==> config.mk <==
export PLATFORM = sky130hd
export DESIGN_NAME = pfbs_block_switch
export DESIGN_NICKNAME = d
export VERILOG_FILES = /design/src/design/pfbs_pkg.sv /design/src/design/pfbs_block_switch.sv
export SDC_FILE = /design/constraint.sdc
export NUM_CORES = 1
export LEC_CHECK = 0
export BUFFER_PORTS_ARGS = -buffer_cell sky130_fd_sc_hd__buf_2
export CAP_MARGIN = 25
export CORE_MARGIN = 5
export CORE_UTILIZATION = 37
export DETAILED_ROUTE_END_ITERATION = 7
export HOLD_SLACK_MARGIN = 0.06
export PLACE_DENSITY_LB_ADDON = 0.2
export SETUP_SLACK_MARGIN = 0.02
export SLEW_MARGIN = 20
export SYNTH_ARGS = -nofsm -noshare
export SYNTH_HDL_FRONTEND = slang
export SYNTH_SLANG_ARGS = --single-unit
==> constraint.sdc <==
create_clock -name i_clk_sys -period 1.45 [get_ports i_clk_sys]
set_input_delay 0.29 -clock i_clk_sys [delete_from_list [all_inputs] [get_ports i_clk_sys]]
set_output_delay 0.29 -clock i_clk_sys [all_outputs]
set_load 0.01 [all_outputs]
==> src/design/pfbs_pkg.sv <==
// package for the program flash block switch: constants, types and function list
// Function
// - the program space is at most 64 KByte and a two-bit select field chooses which block serves its low part.
// - the primary block is 512 sectors of 128 bytes.
// - the 8K by 8 secondary block is 64 sectors of 128 bytes.
// - the low seven address bits pick the byte in a sector and the upper bits pick the sector, in both blocks.
// - with select 01, 10 or 11 every fetch address reads the primary block.
// - while hidden, the secondary block is reached only by in-application programming at 0000H to 1FFFH.
// - with select 00, fetches at 0000H to 1FFFH read the secondary block and higher ones the primary block.
// - during overlay the primary block's 0000H to 1FFFH stay reachable by in-application programming.
// - after every reset the select field is loaded from the start-up configuration bit, which only programming writes.
// - power-on or external reset gives 00 for start-up bit 1 and 01 for 0; software reset gives 10 or 11.
// - watchdog or brown-out reset keeps the upper bit and sets the lower bit to the inverse of the start-up bit.
// - software may rewrite the lower select bit at any time except during reset and on the first clock after release, without touching the start-up bit.
package pfbs_pkg;
    localparam int unsigned ADDR_W = 16;
    localparam int unsigned BYTE_W = 7;
    localparam int unsigned PRI_SECT_W = 9;
    localparam int unsigned SEC_SECT_W = 6;
    localparam int unsigned PRI_SECTORS = 512;
    localparam int unsigned SEC_SECTORS = 64;
    localparam logic [15:0] OVERLAY_TOP = 16'h1FFF;
    localparam logic [1:0] SEL_RESET = 2'h0;

    typedef enum logic [4:0] {
        RST_NONE = 5'b00001,
        RST_POR_EXT = 5'b00010,
        RST_WDT_BOD = 5'b00100,
        RST_SOFT = 5'b01000,
        RST_OTHER = 5'b10000
    } pfbs_reset_e;

    // physical flash location: block, sector, byte in sector
    typedef struct packed {
        logic blk_secondary;
        logic [PRI_SECT_W-1:0] sector;
        logic [BYTE_W-1:0] offset;
    } pfbs_loc_s;

    // access request
    typedef struct packed {
        logic valid;
        logic [ADDR_W-1:0] addr;
    } pfbs_req_s;
endpackage

==> src/design/pfbs_block_switch.sv <==
// program flash block switch: select field and fetch / programming address mapping
`timescale 1ns/1ps
module pfbs_block_switch
    import pfbs_pkg::*;
(
    // clock and reset
    input wire logic i_clk_sys,
    input wire logic i_reset_n,
    // reset cause, one cycle pulses, taken while in reset
    input wire logic i_rst_por_ext,
    input wire logic i_rst_wdt_bod,
    input wire logic i_rst_soft,
    // nonvolatile start-up configuration bit
    input wire logic i_startup_block_config_bit,
    // software write of the lower select bit
    input wire logic i_sel0_wr,
    input wire logic i_sel0_wdata,
    // instruction fetch request
    input wire pfbs_req_s i_fetch,
    // in-application programming request, secondary block flag
    input wire pfbs_req_s i_iap,
    input wire logic i_iap_secondary,
    // outputs
    output logic [1:0] o_flash_block_select_field,
    output logic o_fetch_valid,
    output pfbs_loc_s o_fetch_loc,
    output logic o_iap_valid,
    output pfbs_loc_s o_iap_loc
);

    ////////////////////////////////////////////////////////////////////////
    logic [1:0] sel_q;
    logic [1:0] sel_d;
    pfbs_reset_e cause_q;
    pfbs_reset_e cause_d;
    logic in_reset_q;

    // latch last reset cause seen during reset; por wins over the others
    always_comb begin
        cause_d = cause_q;
        if (i_rst_por_ext) begin
            cause_d = RST_POR_EXT;
        end else if (i_rst_wdt_bod) begin
            cause_d = RST_WDT_BOD;
        end else if (i_rst_soft) begin
            cause_d = RST_SOFT;
        end
    end

    always_ff @(posedge i_clk_sys) begin
        if (!i_reset_n) begin
            cause_q <= cause_d;
            in_reset_q <= 1'b1;
        end else begin
            cause_q <= RST_NONE;
            in_reset_q <= 1'b0;
        end
    end

    // select field next value
    always_comb begin
        sel_d = sel_q;
        if (in_reset_q) begin
            // strap caught on the first clock after release
            unique case (cause_q)
                RST_POR_EXT: sel_d = {1'b0, ~i_startup_block_config_bit};
                RST_WDT_BOD: sel_d = {sel_q[1], ~i_startup_block_config_bit};
                RST_SOFT: sel_d = {1'b1, ~i_startup_block_config_bit};
                RST_NONE: sel_d = {1'b0, ~i_startup_block_config_bit};
                RST_OTHER: sel_d = {1'b0, ~i_startup_block_config_bit};
                default: sel_d = {1'b0, ~i_startup_block_config_bit};
            endcase
        end else if (i_sel0_wr) begin
            // start-up bit is an input only, so it cannot be disturbed here
            sel_d = {sel_q[1], i_sel0_wdata};
        end
    end

    // upper bit survives watchdog/brown-out reset; it is cleared by power-on or external reset and by a reset with no cause pulse
    always_ff @(posedge i_clk_sys) begin
        if (!i_reset_n && cause_d == RST_POR_EXT) begin
            sel_q <= SEL_RESET;
        end else begin
            sel_q <= sel_d;
        end
    end

    ////////////////////////////////////////////////////////////////////////
    // mapping; select sampled with the request so a change hits the next fetch
    logic fetch_low;
    logic overlay;
    pfbs_loc_s fetch_map;
    pfbs_loc_s iap_map;

    assign fetch_low = (i_fetch.addr <= OVERLAY_TOP);
    assign overlay = (sel_q == 2'h0);

    always_comb begin
        fetch_map.offset = i_fetch.addr[BYTE_W-1:0];
        fetch_map.sector = i_fetch.addr[ADDR_W-1:BYTE_W];
        fetch_map.blk_secondary = overlay && fetch_low;
        if (fetch_map.blk_secondary) begin
            // secondary has 64 sectors: upper sector bits forced zero
            fetch_map.sector = {3'h0, i_fetch.addr[BYTE_W+SEC_SECT_W-1:BYTE_W]};
        end
    end

    always_comb begin
        iap_map.offset = i_iap.addr[BYTE_W-1:0];
        iap_map.sector = i_iap.addr[ADDR_W-1:BYTE_W];
        // programming reaches either block regardless of overlay
        iap_map.blk_secondary = i_iap_secondary;
        if (i_iap_secondary) begin
            iap_map.sector = {3'h0, i_iap.addr[BYTE_W+SEC_SECT_W-1:BYTE_W]};
        end
    end

    ////////////////////////////////////////////////////////////////////////
    // registered outputs; a fetch in flight keeps the mapping it was issued with
    always_ff @(posedge i_clk_sys) begin
        if (!i_reset_n) begin
            o_fetch_valid <= 1'b0;
            o_fetch_loc <= '0;
            o_iap_valid <= 1'b0;
            o_iap_loc <= '0;
        end else begin
            o_fetch_valid <= i_fetch.valid;
            if (i_fetch.valid) begin
                o_fetch_loc <= fetch_map;
            end
            // secondary requests above the 8K window are dropped
            o_iap_valid <= i_iap.valid && (!i_iap_secondary || i_iap.addr <= OVERLAY_TOP);
            if (i_iap.valid) begin
                o_iap_loc <= iap_map;
            end
        end
    end

    always_ff @(posedge i_clk_sys) begin
        o_flash_block_select_field <= sel_q;
    end

endmodule

==> metrics.cfg <==
[clocking]
cts-resized-gates = 0
cts_root_buffer = clkbuf_8
postCtsSetupBuffers = 0
clk_latency_ns = 0.29
cts_inserted_buffers = 5
cts.sinks = 46
cts_tree = done
clkTransAtPathRegs_ns = 0.08
cts_max_level = 2
cts_hold_buf = 0
cts_max_path_buffers = 2

[drt]
first_pass_iters = 4
ant_nets = 0
routedWlPerCell_um = 12.5
vias = 1315
first_iter_violations = 77
drc_errors = 0
vias_per_cell = 4.53
wirelength_um = 3630

[critical_path]
crit_type = flip-flop to flip-flop
r2r_start = cause_q[2]
path_max_fanout = 4
rr_endpoint = sel_q[1]
start_kind = flip-flop
cp_data_required_time_ns = 1.65
critPathCaptureType = flip-flop
timing.critical_path.from = cause_q[2]
rr_worst_depth = 3
crit_arrival_ns = 1.39
ff2ff_setup_slack_ns = 0.26

[logic_synthesis]
ys_types = 26
synth_top_cell_area_share = 0.575
synth.top_cells.by_area = dfxtp_1 (58%), mux2i_1 (19%), nor2_1 (8.7%)
syn-instance-count = 153
async_reset_ff_frac = 0
synth-seq-cells = 46
yosysSeqAreaShare = 0.575
synth_top_area_cell = dfxtp_1
yosys-top-cells-count = dfxtp_1 (46), nor2_1 (37), mux2i_1 (30)
syn_avg_cell_area_sq_um = 10.5
yosysMostFrequentCell = dfxtp_1
syn_nets = 196
synth-edff-count = 0
synthFlopType = dfxtp_1
syn_area_sq_um = 1600
yosys_warnings = 0

[cells_and_area]
seq_area_sq_um = 921
drive_gt1_frac = 0.395
area_growth_pct = 40.2
final_area_sq_um = 2250
multiInputGateArea_sq_um = 634
diodes = 0
fin_nets = 280
fillers = 408

[global_route]
grt_pass1_vias = 1275
overflow = 0
antenna_found_initial = 0
grt_usage = 0.130
grt_pass1_wl_um = 5630
grt_max_degree = 20

[timing]
fmax_mhz = 841
post-route-min-period_ns = 1.19
period_share = 0.820
fin_ws_ns = 0.261
tns_ns = 0
slew_violations = 0
fin_hold_ws_ns = 0.197
finalClockSkew_ns = 0.0101
slew-limit-headroom = 0.794
hold_viol_final = 0
worst_pin_slew_ns = 0.308
setup_viol = 0
rsz0062_at_grt = false

[worst_hold_path]
hp-start = i_startup_block_config_bit
hold_end = sel_q[0]
hold_path_class = primary input to flip-flop
holdPathStages = 2

[floorplan]
start_util = 0.376
core_sq_um = 4260
fp.dieW_um = 75.8
io_pins = 81
rows = 24
die_area_sq_um = 5740
die_h_um = 75.8

[placement]
place_area_sq_um = 2100
detailed_place_hpwl_um = 2710
pre_cts_ws_ns = 0.284
portBuffers = 80
gp_congestion = 0.772

[pwr]
cellLeakagePower_nw = 1.17
vdd_ir_drop_max_uv = 529
power_density_nw_per_um2 = 1270
power_mw = 2.85

[job]
drv_cap = 0

[status]
status = finished clean

placed cells by master (no fill, tap or decap), drive strengths merged, types with 2 or more instances in the layout:
cell,netlist,layout
buf,5,84
dfxtp,46,46
nor2,37,37
mux2i,30,30
a21oi,6,6
clkbuf,2,6
nor2b,5,5
inv,4,4
nor3,3,3
bufinv,0,2
a221oi,2,2
cells by family (layout without fill, tap and decap cells):
| logic type | Yosys count | count (layout) | share of synthesized area |
|---|---|---|---|
| compound gates | 13 | 13 | 0.0578 |
| xor+xnor | 1 | 1 | 0.00547 |
| buf+inv | 11 | 96 | 0.0289 |
| flops | 46 | 46 | 0.575 |
| mux | 30 | 30 | 0.188 |
| simple gates | 52 | 52 | 0.145 |
worst max path at each step:
stage	endpoint	slack (ns)
after global routing	sel_q[1]	0.20
after floorplan	o_fetch_loc[10]	0.30
final	sel_q[1]	0.26
after CTS	sel_q[1]	0.26
after global placement	sel_q[1]	0.31
after detailed placement	sel_q[1]	0.28
state kept, by name, indices dropped and copies added (netlist names):
register	cells
o_fetch_loc	17
o_iap_valid	1
sel_q	2
o_iap_loc	17
in_reset_q	1
o_flash_block_select_field	2
cause_q	5
o_fetch_valid	1
power breakdown:
part	internal (mW)	leakage, nW	switching (mW)
Sequential	1.34	0.380	0.0367
Clock	0.735	0.0714	0.413
Combinational	0.167	0.719	0.162
Total	2.24	1.17	0.612
worst max-delay path, cell delays in order, from the launching register on:
cell and delay (ns):
dfxtp_1 0.39, xnor2_1 0.08, or4_1 0.41, a221oi_2 0.22
layer usage:
layer | GRT usage | share of wire | routed length [um]
met1 | 0.162 | 0.44 | 1580
met2 | 0.193 | 0.45 | 1630
met3 | 0.0488 | 0.098 | 355
met4 | 0.0699 | 0.019 | 69
met5 | 0 | 0 | 0
cell type report:
class                      instances  area share
inverter                           4     0.00669
clock buffer                       6      0.0368
multi-input combinational         96       0.282
sequential                        46       0.410
tap                               52      0.0290
timing repair buffer              84       0.208
clock inverter                     2      0.0267
metrics by stage:
| step | util | instances |
|---|---|---|
| detailed placement | 0.493 | 282 |
| global route | 0.527 | 290 |
| CTS | 0.527 | 290 |
| floorplan | - | 153 |
| global placement | 0.493 | 282 |
| finish | 0.527 | 290 |
Power figures use the tool's default switching activity.
